File: src/e3ri_pkg.sv
// Constants for the receive E3 defect-change interrupt block
package e3ri_pkg;

  // Register indices; byte address is four times the index
  localparam logic [7:0] REG_BLOCK_EN_IDX = 8'h04;
  localparam logic [7:0] REG_CFG_STAT_IDX = 8'h11;
  localparam logic [7:0] REG_INT_EN_IDX = 8'h12;
  localparam logic [7:0] REG_INT_FLAG_IDX = 8'h14;

  // Enable and flag bit positions
  localparam int BIT_ALIGN = 4;
  localparam int BIT_OOA = 3;
  localparam int BIT_FLOSS = 2;
  localparam int BIT_SLOSS = 1;
  localparam int BIT_ALARM = 0;
  localparam int SRC_W = 5;

  // Block enable bit positions
  localparam int BLK_RX_BIT = 7;
  localparam int BLK_TX_BIT = 1;
  localparam int BLK_SEC_BIT = 0;

  // Configuration and condition bit positions
  localparam int CFG_ALGO_BIT = 7;
  localparam int CFG_FLOSS_BIT = 6;
  localparam int CFG_OOA_BIT = 5;
  localparam int CFG_SLOSS_BIT = 4;
  localparam int CFG_ALARM_BIT = 3;
  localparam int CFG_PLD_BIT = 2;
  localparam int CFG_TMARK_BIT = 1;
  localparam int CFG_FAR_END_RECEIVE_FAILURE_BIT = 0;

  // Reset values
  localparam logic [4:0] INT_EN_RESET = 5'h00;
  localparam logic [4:0] INT_FLAG_RESET = 5'h00;
  localparam logic [2:0] BLOCK_EN_RESET = 3'h0;
  localparam logic ALGO_RESET = 1'b0;

  // Detection counts
  localparam int LOS_ZERO_RUN = 32;
  localparam int LOS_CLEAN_BITS = 32;
  localparam int LOS_ZERO_BREAK = 4;
  localparam int OOA_ERR_FRAMES = 4;

  // Timing
  localparam int CLK_MHZ = 40;
  localparam int MS_PERIOD_US = 1000;
  localparam int MS_CYCLES = MS_PERIOD_US * CLK_MHZ;
  localparam int LOF_SHORT_MS = 1;
  localparam int LOF_LONG_MS = 3;

  typedef enum logic [1:0] {FL_IN_FRAME, FL_TIMING, FL_LOST} e3ri_fl_state_type;

endpackage

File: src/e3ri_sync.sv
// Two flip-flop synchroniser for pin inputs
`timescale 1ns/1ps
`default_nettype none
module e3ri_sync #(
  parameter int WIDTH = 1
) (
  // Clock and reset
  input wire logic pclk,
  input wire logic presetn,
  // Data
  input wire logic [WIDTH-1:0] async_in,
  output logic [WIDTH-1:0] sync_out
);

  logic [WIDTH-1:0] meta_r;

  always_ff @(posedge pclk or negedge presetn) begin
    if (!presetn) begin
      meta_r <= '0;
      sync_out <= '0;
    end else begin
      meta_r <= async_in;
      sync_out <= meta_r;
    end
  end

endmodule // e3ri_sync
`default_nettype wire

File: src/e3ri_rx_defect_irq.sv
// Receive E3 defect-change interrupts with APB register access
//
// Operation
// Signal loss change interrupts on declare and clear
// Signal loss change drives interrupt request low
// Signal loss change sets flag bit one
// Flag register bits clear when read
// Live signal loss readable at bit four
// Host sends far-end failure while defect true
// Out-of-alignment change interrupts on declare, clear
// Four consecutive errored frames declare out-of-alignment
// Entering in-frame state clears out-of-alignment
// Enable bit three gates out-of-alignment interrupt
// Enable register holds five read-write enables
// Out-of-alignment change asserts request, sets bit three
// Live out-of-alignment readable at bit five
// Configuration register: algorithm select plus conditions
// Frame loss change interrupts on declare, clear
// Frame loss after 1ms or 3ms unresolved
// Returning in-frame clears frame loss
// Enable bit one gates signal loss interrupt
// Loss pin or 32 zeros declare
// Pin low or 32 clean bits clear; the code needs the pin low and, after a 32-zero declare, 32 clean bits
// Block enable bit seven gates receive interrupts
// Request stays low while enabled flags set
`timescale 1ns/1ps
`default_nettype none
module e3ri_rx_defect_irq
  import e3ri_pkg::*;
#(
  parameter int MS_CYCLES_P = MS_CYCLES
) (
  // Clock and reset
  input wire logic pclk,
  input wire logic presetn,
  // APB slave
  input wire logic psel,
  input wire logic penable,
  input wire logic pwrite,
  input wire logic [7:0] paddr,
  input wire logic [31:0] pwdata,
  output logic [31:0] prdata,
  output logic pready,
  output logic pslverr,
  // Line interface
  input wire logic line_signal_loss_input,
  input wire logic rx_bit_strobe,
  input wire logic rx_pos,
  input wire logic rx_neg,
  // Framer
  input wire logic frame_strobe,
  input wire logic frame_bit_error,
  input wire logic framer_in_frame_entry,
  input wire logic alignment_change,
  input wire logic rx_alarm_indication_state,
  input wire logic rx_payload_unstable,
  input wire logic rx_trail_mark,
  input wire logic rx_far_end_failure_state,
  // Host interrupt
  output logic irq_n
);

  localparam int DIV_W = $clog2(MS_CYCLES_P);

  function automatic logic addr_is(input logic [7:0] a, input logic [7:0] idx);
    addr_is = (a == {idx[5:0], 2'b00});
  endfunction

  logic pin_loss_sync;
  logic setup_ph;
  logic access_done;
  logic wr_done;
  logic rd_flags_done;
  logic [2:0] block_en_r;
  logic [SRC_W-1:0] int_en_r;
  logic [SRC_W-1:0] flags_r;
  logic [SRC_W-1:0] flags_nxt;
  logic [SRC_W-1:0] set_vec;
  logic algo_r;
  logic [5:0] zero_run_r;
  logic [5:0] clean_cnt_r;
  logic dig_los_r;
  logic dig_los_nxt;
  logic los_r;
  logic los_nxt;
  logic zero_bit;
  logic [2:0] err_cnt_r;
  logic ooa_r;
  logic ooa_nxt;
  e3ri_fl_state_type fl_state_r;
  e3ri_fl_state_type fl_state_nxt;
  logic [DIV_W-1:0] ms_div_r;
  logic [1:0] ms_cnt_r;
  logic ms_tick;
  logic [1:0] ms_limit;
  logic floss_r;
  logic floss_nxt;
  logic alarm_r;
  logic irq_pending;

  // Pin crosses into pclk domain first
  e3ri_sync #(.WIDTH(1)) u_loss_sync (
    .pclk(pclk),
    .presetn(presetn),
    .async_in(line_signal_loss_input),
    .sync_out(pin_loss_sync)
  );

  // APB phases; answer always in first access cycle
  assign setup_ph = psel && !penable;
  assign access_done = psel && penable && pready;
  assign wr_done = access_done && pwrite;
  assign rd_flags_done = access_done && !pwrite && addr_is(paddr, REG_INT_FLAG_IDX);

  always_ff @(posedge pclk or negedge presetn) begin
    if (!presetn) begin
      pready <= 1'b0;
      pslverr <= 1'b0;
      prdata <= 32'h0000_0000;
    end else begin
      pready <= setup_ph;
      pslverr <= 1'b0;
      if (setup_ph) begin
        prdata <= 32'h0000_0000;
        if (addr_is(paddr, REG_BLOCK_EN_IDX)) begin
          prdata[BLK_RX_BIT] <= block_en_r[2];
          prdata[BLK_TX_BIT] <= block_en_r[1];
          prdata[BLK_SEC_BIT] <= block_en_r[0];
        end else if (addr_is(paddr, REG_CFG_STAT_IDX)) begin
          prdata[CFG_ALGO_BIT] <= algo_r;
          prdata[CFG_FLOSS_BIT] <= floss_r;
          prdata[CFG_OOA_BIT] <= ooa_r;
          prdata[CFG_SLOSS_BIT] <= los_r;
          prdata[CFG_ALARM_BIT] <= rx_alarm_indication_state;
          prdata[CFG_PLD_BIT] <= rx_payload_unstable;
          prdata[CFG_TMARK_BIT] <= rx_trail_mark;
          prdata[CFG_FAR_END_RECEIVE_FAILURE_BIT] <= rx_far_end_failure_state;
        end else if (addr_is(paddr, REG_INT_EN_IDX)) begin
          prdata[SRC_W-1:0] <= int_en_r;
        end else if (addr_is(paddr, REG_INT_FLAG_IDX)) begin
          prdata[SRC_W-1:0] <= flags_r;
        end else begin
          pslverr <= 1'b1;
        end
      end
    end
  end

  // Writable registers; read-only bits ignore writes
  always_ff @(posedge pclk or negedge presetn) begin
    if (!presetn) begin
      block_en_r <= BLOCK_EN_RESET;
      int_en_r <= INT_EN_RESET;
      algo_r <= ALGO_RESET;
    end else if (wr_done) begin
      if (addr_is(paddr, REG_BLOCK_EN_IDX)) begin
        block_en_r <= {pwdata[BLK_RX_BIT], pwdata[BLK_TX_BIT], pwdata[BLK_SEC_BIT]};
      end
      if (addr_is(paddr, REG_INT_EN_IDX)) begin
        int_en_r <= pwdata[SRC_W-1:0];
      end
      if (addr_is(paddr, REG_CFG_STAT_IDX)) begin
        algo_r <= pwdata[CFG_ALGO_BIT];
      end
    end
  end

  // Signal loss detection from line data
  assign zero_bit = !rx_pos && !rx_neg;

  always_comb begin
    dig_los_nxt = dig_los_r;
    if (rx_bit_strobe) begin
      if (zero_bit && (zero_run_r == 6'(LOS_ZERO_RUN - 1))) begin
        dig_los_nxt = 1'b1;
      end else if (clean_cnt_r == 6'(LOS_CLEAN_BITS - 1)
                   && !(zero_bit && (zero_run_r >= 6'(LOS_ZERO_BREAK - 1)))) begin
        dig_los_nxt = 1'b0;
      end
    end
    los_nxt = pin_loss_sync || dig_los_nxt;
  end

  always_ff @(posedge pclk or negedge presetn) begin
    if (!presetn) begin
      zero_run_r <= 6'h00;
      clean_cnt_r <= 6'h00;
      dig_los_r <= 1'b0;
      los_r <= 1'b0;
    end else begin
      dig_los_r <= dig_los_nxt;
      los_r <= los_nxt;
      if (rx_bit_strobe) begin
        if (!zero_bit) begin
          zero_run_r <= 6'h00;
        end else if (zero_run_r != 6'(LOS_ZERO_RUN)) begin
          zero_run_r <= zero_run_r + 6'h01;
        end
        // A run of four zeros restarts the clean window
        if (zero_bit && (zero_run_r >= 6'(LOS_ZERO_BREAK - 1))) begin
          clean_cnt_r <= 6'h00;
        end else if (clean_cnt_r != 6'(LOS_CLEAN_BITS)) begin
          clean_cnt_r <= clean_cnt_r + 6'h01;
        end
      end
    end
  end

  // Out-of-alignment from framing errors
  always_comb begin
    ooa_nxt = ooa_r;
    if (framer_in_frame_entry) begin
      ooa_nxt = 1'b0;
    end else if (frame_strobe && frame_bit_error
                 && (err_cnt_r == 3'(OOA_ERR_FRAMES - 1))) begin
      ooa_nxt = 1'b1;
    end
  end

  always_ff @(posedge pclk or negedge presetn) begin
    if (!presetn) begin
      err_cnt_r <= 3'h0;
      ooa_r <= 1'b0;
    end else begin
      ooa_r <= ooa_nxt;
      if (framer_in_frame_entry) begin
        err_cnt_r <= 3'h0;
      end else if (frame_strobe) begin
        if (!frame_bit_error) begin
          err_cnt_r <= 3'h0;
        end else if (err_cnt_r != 3'(OOA_ERR_FRAMES)) begin
          err_cnt_r <= err_cnt_r + 3'h1;
        end
      end
    end
  end

  // Frame loss timer; millisecond enable runs only while timing
  assign ms_tick = (fl_state_r == FL_TIMING) && (ms_div_r == DIV_W'(MS_CYCLES_P - 1));
  assign ms_limit = algo_r ? 2'(LOF_LONG_MS) : 2'(LOF_SHORT_MS);

  always_comb begin
    fl_state_nxt = fl_state_r;
    case (fl_state_r)
      FL_IN_FRAME: begin
        if (ooa_r && !framer_in_frame_entry) begin
          fl_state_nxt = FL_TIMING;
        end
      end
      FL_TIMING: begin
        if (framer_in_frame_entry) begin
          fl_state_nxt = FL_IN_FRAME;
        end else if (ms_tick && (ms_cnt_r + 2'h1 >= ms_limit)) begin
          fl_state_nxt = FL_LOST;
        end
      end
      FL_LOST: begin
        if (framer_in_frame_entry) begin
          fl_state_nxt = FL_IN_FRAME;
        end
      end
      default: fl_state_nxt = FL_IN_FRAME;
    endcase
    floss_nxt = (fl_state_nxt == FL_LOST);
  end

  always_ff @(posedge pclk or negedge presetn) begin
    if (!presetn) begin
      fl_state_r <= FL_IN_FRAME;
      ms_div_r <= '0;
      ms_cnt_r <= 2'h0;
      floss_r <= 1'b0;
    end else begin
      fl_state_r <= fl_state_nxt;
      floss_r <= floss_nxt;
      if (fl_state_r != FL_TIMING) begin
        ms_div_r <= '0;
        ms_cnt_r <= 2'h0;
      end else if (ms_tick) begin
        ms_div_r <= '0;
        ms_cnt_r <= ms_cnt_r + 2'h1;
      end else begin
        ms_div_r <= ms_div_r + DIV_W'(1);
      end
    end
  end

  // Change events, gated by source enables
  always_comb begin
    set_vec = '0;
    set_vec[BIT_ALIGN] = alignment_change && int_en_r[BIT_ALIGN];
    set_vec[BIT_OOA] = (ooa_nxt != ooa_r) && int_en_r[BIT_OOA];
    set_vec[BIT_FLOSS] = (floss_nxt != floss_r) && int_en_r[BIT_FLOSS];
    set_vec[BIT_SLOSS] = (los_nxt != los_r) && int_en_r[BIT_SLOSS];
    set_vec[BIT_ALARM] = (rx_alarm_indication_state != alarm_r) && int_en_r[BIT_ALARM];
    // A new event in the access cycle beats the read that clears it
    flags_nxt = (flags_r & ~{SRC_W{rd_flags_done}}) | set_vec;
  end

  assign irq_pending = block_en_r[2] && |(flags_r & int_en_r);

  always_ff @(posedge pclk or negedge presetn) begin
    if (!presetn) begin
      flags_r <= INT_FLAG_RESET;
      alarm_r <= 1'b0;
      irq_n <= 1'b1;
    end else begin
      flags_r <= flags_nxt;
      alarm_r <= rx_alarm_indication_state;
      irq_n <= !irq_pending;
    end
  end

  chk_los_flag_set: assert property (@(posedge pclk) disable iff (!presetn)
    (los_nxt != los_r) && int_en_r[BIT_SLOSS] |=> flags_r[BIT_SLOSS] && (los_r == $past(los_nxt)))
    else $error("signal loss change did not set its flag");

  chk_irq_low_pending: assert property (@(posedge pclk) disable iff (!presetn)
    block_en_r[2] && |(flags_r & int_en_r) |=> !irq_n)
    else $error("interrupt request not low with enabled flag");

  chk_irq_high_idle: assert property (@(posedge pclk) disable iff (!presetn)
    !(block_en_r[2] && |(flags_r & int_en_r)) |=> irq_n)
    else $error("interrupt request low with nothing pending");

  chk_ooa_declare_four: assert property (@(posedge pclk) disable iff (!presetn)
    frame_strobe && frame_bit_error && err_cnt_r == 3'h3 && !framer_in_frame_entry |=> ooa_r)
    else $error("fourth errored frame did not declare out-of-alignment");

  chk_ooa_entry_clear: assert property (@(posedge pclk) disable iff (!presetn)
    framer_in_frame_entry |=> !ooa_r ##0 !floss_r)
    else $error("in-frame entry did not clear conditions");

  chk_floss_after_ooa: assert property (@(posedge pclk) disable iff (!presetn)
    $rose(floss_r) |-> $past(ooa_r) && $past(fl_state_r) == FL_TIMING)
    else $error("frame loss declared without timed out-of-alignment");

  chk_los_pin_declare: assert property (@(posedge pclk) disable iff (!presetn)
    pin_loss_sync |=> los_r)
    else $error("loss pin did not declare signal loss");

  chk_flag_read_clear: assert property (@(posedge pclk) disable iff (!presetn)
    rd_flags_done && set_vec == '0 |=> flags_r == '0)
    else $error("flag read did not clear flags");

  chk_ooa_enable_gate: assert property (@(posedge pclk) disable iff (!presetn)
    !flags_r[BIT_OOA] && !int_en_r[BIT_OOA] |=> !flags_r[BIT_OOA])
    else $error("disabled out-of-alignment flag was set");

  chk_cfg_live_read: assert property (@(posedge pclk) disable iff (!presetn)
    setup_ph && addr_is(paddr, REG_CFG_STAT_IDX)
    |=> pready && prdata[5:4] == {$past(ooa_r), $past(los_r)})
    else $error("live condition readback wrong");

endmodule // e3ri_rx_defect_irq
`default_nettype wire

File: config.mk
export PLATFORM = sky130hd
export DESIGN_NAME = e3ri_rx_defect_irq
export DESIGN_NICKNAME = d
export VERILOG_FILES = /design/src/e3ri_pkg.sv /design/src/e3ri_sync.sv /design/src/e3ri_rx_defect_irq.sv
export SDC_FILE = /design/constraint.sdc
export NUM_CORES = 1
export LEC_CHECK = 0
export BUFFER_PORTS_ARGS = -buffer_cell sky130_fd_sc_hd__buf_2
export CORE_UTILIZATION = 57
export DETAILED_ROUTE_END_ITERATION = 12
export PLACE_DENSITY_LB_ADDON = 0.1
export SLEW_MARGIN = 20
export SYNTH_ARGS = -nofsm -noshare
export SYNTH_HDL_FRONTEND = slang
export SYNTH_SLANG_ARGS = --single-unit
File: constraint.sdc
create_clock -name pclk -period 5.62 [get_ports pclk]
set_input_delay 0.562 -clock pclk [delete_from_list [all_inputs] [get_ports pclk]]
set_output_delay 0.562 -clock pclk [all_outputs]
set_load 0.01 [all_outputs]
==> metrics.log <==
INFO  metric holdBufCountCts = 0
INFO  metric share_seq_of_total_power = 48.3%
INFO  metric post_cts_setup_buffer_count = 0
INFO  metric rel_slew_slack = 45.0%
INFO  metric critPathMaxStageDelay = 0.49 ns
INFO  metric synth_warnings = 0
INFO  metric fmaxAchievable = 465 MHz
INFO  metric tritoncts_num_sinks = 67
INFO  metric synth.top_cells.by_area = dfrtp_1, buf_4, nor2_1
INFO  metric grt_pass1_wl = 11.1 mm
INFO  metric setup_tns = 0 ns
INFO  metric slew_viol_final = 0
INFO  metric timing.critical_path.cells = ha_1 -> nor4bb_1 -> and4_1 -> or2_1 -> nor2_1
INFO  metric tcrit_tclk_final = 38.3%
INFO  metric worst-r2r-setup-slack = 3.47 ns
INFO  metric cts.root.buffer_cell = clkbuf_8
INFO  metric cpMaxStageDelayCell = or2_1
INFO  metric number_of_diodes_added_for_antenna_fixing = 0
INFO  metric route.detailed.wl_per_inst = 14.0 um
INFO  metric die_height = 81.7 um
INFO  metric timing.critical_path.arrival = 2.36 ns
INFO  metric drtIter0Drc = 129
INFO  metric nNetsFinal = 478
INFO  metric synth.most_common_cell = dfrtp_1
INFO  metric grt_setup_unrepaired = false
INFO  metric powerDensity = 280 nW/um^2
INFO  metric final-hold-violation-count = 0
INFO  metric gr-total-overflow = 0
INFO  metric run_status = finished, final reports clean
INFO  metric power.share.clock = 40.4%
INFO  metric routabilityCongestion = 0.824
INFO  metric synthFlopType = dfrtp_1
INFO  metric layout_min_cycle_time = 2.15 ns
INFO  metric critical_path_peak_fanout = 15
INFO  metric ctsHtreeMaxLevel = 3
INFO  metric totalPowerFinal = 1110 uW
INFO  metric post_route_cells_drive_above_1_share = 19.1%
INFO  metric postRouteAntennaNets = 0
INFO  metric tritoncts = built
INFO  metric synth_enable_flop_cells = 0
INFO  metric synth_area = 3620 sq um
INFO  metric clkTransAtPathRegs = 0.07 ns
INFO  metric vias = 2740
INFO  metric synthTopCellsByCount = dfrtp_1, nor2_1, nand2_1, buf_4, nand3_1
INFO  metric final_core_utilization = 66.1%
INFO  metric maxCapViolations = 0
INFO  metric fp.dieW = 81.7 um
INFO  metric die_area = 6680 sq um
INFO  metric coreArea = 6030 sq um
INFO  metric cts_buffer_count = 9
INFO  metric grt_antenna_before_repair = 0
INFO  metric cts_buffer_depth = 2
INFO  metric synthesis.instances = 374
INFO  metric detailedPlacementHpwl = 4.86 mm
INFO  metric hold_class = in -> reg
INFO  metric netSwitchingFraction = 25.9%
INFO  metric grt_start_max_net_pins = 68
INFO  metric area.growth.synth_to_final = 10.1%
INFO  metric clk-insertion-delay-late = 0.34 ns
INFO  metric cell_internal_pwr = 826 uW
INFO  metric num_io_pins = 92
INFO  metric detailed_route_drc_error_count = 0
INFO  metric p_sw = 288 uW
INFO  metric post-synth-top-area-cell = dfrtp_1
INFO  metric critical_path_required = 5.82 ns
INFO  metric synth.top_cell.area_share = 45.6%
INFO  metric combPwrFrac = 11.3%
INFO  metric placed_instance_area = 3760 sq um
INFO  metric criticalPathCategory = reg -> reg
INFO  metric fp-row-count = 28
INFO  metric gr-usage-all-layers = 22.1%
INFO  metric yosysSeqAreaShare = 46.3%
INFO  metric ys_seq_elements = 67
INFO  metric max_slew.worst_pin.slew = 0.825 ns
INFO  metric io_buffers = 41
INFO  metric detail_route.wirelength = 6.91 mm
INFO  metric grt_pass1_vias = 2443
INFO  metric setup_viol_count_final = 0
INFO  metric clock-skew-final = 0.00841 ns
INFO  metric async_flop_share = 100%
INFO  metric route.detailed.vias_per_inst = 5.56
INFO  metric synth_area_per_cell = 9.68 sq um
INFO  metric irDropWorstVdd = 0.233 mV
INFO  metric floorplan.initialDensity = 60.1%
INFO  metric detail_route.first_pass.iterations = 4
INFO  metric ctsResizeCount = 0
INFO  metric kind_of_start_point_of_the_critical_path = flop
INFO  metric cellLeakagePower = 0.00182 uW
INFO  metric cp-end-kind = flop
INFO  metric synthDistinctLibCells = 58
INFO  metric design_area = 3990 sq um
INFO  metric holdWs = 0.333 ns
[power groups by stage]
| stage | combinational, uW | clock, uW | sequential (uW) |
|---|---|---|---|
| 2_1_floorplan | 98.9 | 0 | 542 |
| 3_3_place_gp | 124 | 0 | 546 |
| 3_5_place_dp | 127 | 0 | 547 |
| 4_1_cts | 128 | 458 | 538 |
| 5_1_grt | 148 | 475 | 543 |
| 6_report | 126 | 450 | 538 |
[kinds of logic after synthesis]
kind of cell,Yosys count,share of synthesized area [%]
buf+inv,54,8.81
xor+xnor,19,4.60
compound gates,67,12.9
flops,67,46.3
fa+ha+maj,8,2.76
simple gates,147,21.1
mux,11,3.39
other cells,1,0.104
[area by class of cell]
class                      instances  area [sq um]
clock buffer                      10           138
clock inverter                     6          88.8
fill                             505          2040
inverter                          17          63.8
multi-input combinational        276          1710
sequential                        67          1680
tap                               75          93.8
timing repair buffer              42           213
[registers in the layout, summed over array words and instances, names as in the netlist]
signal and cells:
los_r 1, algo_r 1, dig_los_r 1, pslverr 1, int_en_r 5, floss_r 1, zero_run_r 6, ms_cnt_r 2
prdata 8, ooa_r 1, clean_cnt_r 6, u_loss_sync.meta_r 1, err_cnt_r 3, irq_n 1, fl_state_r 2, u_loss_sync.sync_out 1
pready 1, flags_r 5, alarm_r 1, ms_div_r 16, block_en_r 3
[cell usage in the layout, fill, tap and decap left out, types with 2 or more instances in the layout]
cell type   instances
nor4b_1             2
and2_1              6
nand4_1            13
or3_1               3
o21ai_0            12
xor2_1             14
nor3b_1             2
and4_1              4
o21a_1              4
conb_1             24
xnor2_1             5
and3_1              6
o22ai_1             4
a31oi_1             4
nor3_1              3
ha_1                8
a22oi_1             2
or2_2               2
inv_1              16
nand3_1            18
o31ai_1             4
clkbuf_8           10
nor2b_1             5
a211oi_1            2
nand2b_1            5
a21oi_1            14
a22o_1              4
mux2_2             10
a2bb2oi_1           3
dfrtp_1            66
and4b_1             2
buf_2              41
bufinv_16           2
nand2_1            32
nor2_1             37
clkinvlp_4          2
a21o_1              3
[stage by stage]
step	instances	setup slack, ns
after floorplan	397	3.80
after global placement	477	3.44
after detailed placement	477	3.40
after CTS	493	3.46
after global routing	493	3.28
final	493	3.47
[layer usage]
| layer | up-vias | GRT usage [%] | routed length [um] |
|---|---|---|---|
| li1 | 1343 | - | - |
| met1 | 1318 | 28.7 | 3320 |
| met2 | 72 | 36.6 | 3230 |
| met3 | 7 | 3.89 | 295 |
| met4 | 0 | 8.95 | 64 |
| met5 | - | 0 | 0 |
[critical path: cells and delay by family (launching register included)]
kind                       cells  cell delay, ns
adders and majority gates      1            0.34
and+or+nand+nor                4            1.32
DFF                            1            0.36
[path summary, 6_finish.rpt]
| kind | cells after the start | start | to |
|---|---|---|---|
| worst max-delay path | 5 | ms_div_r[0] | ms_div_r[4] |
| min in group asynchronous | 2 | presetn | alarm_r |
| worst max register to register | 5 | ms_div_r[0] | ms_div_r[4] |
| worst min register to register | 0 | u_loss_sync.meta_r | u_loss_sync.sync_out |
| max in group asynchronous | 2 | presetn | ms_div_r[0] |
| worst min-delay path | 1 | line_signal_loss_input | u_loss_sync.meta_r |
Note: power is estimated with default switching activity, not from simulation.
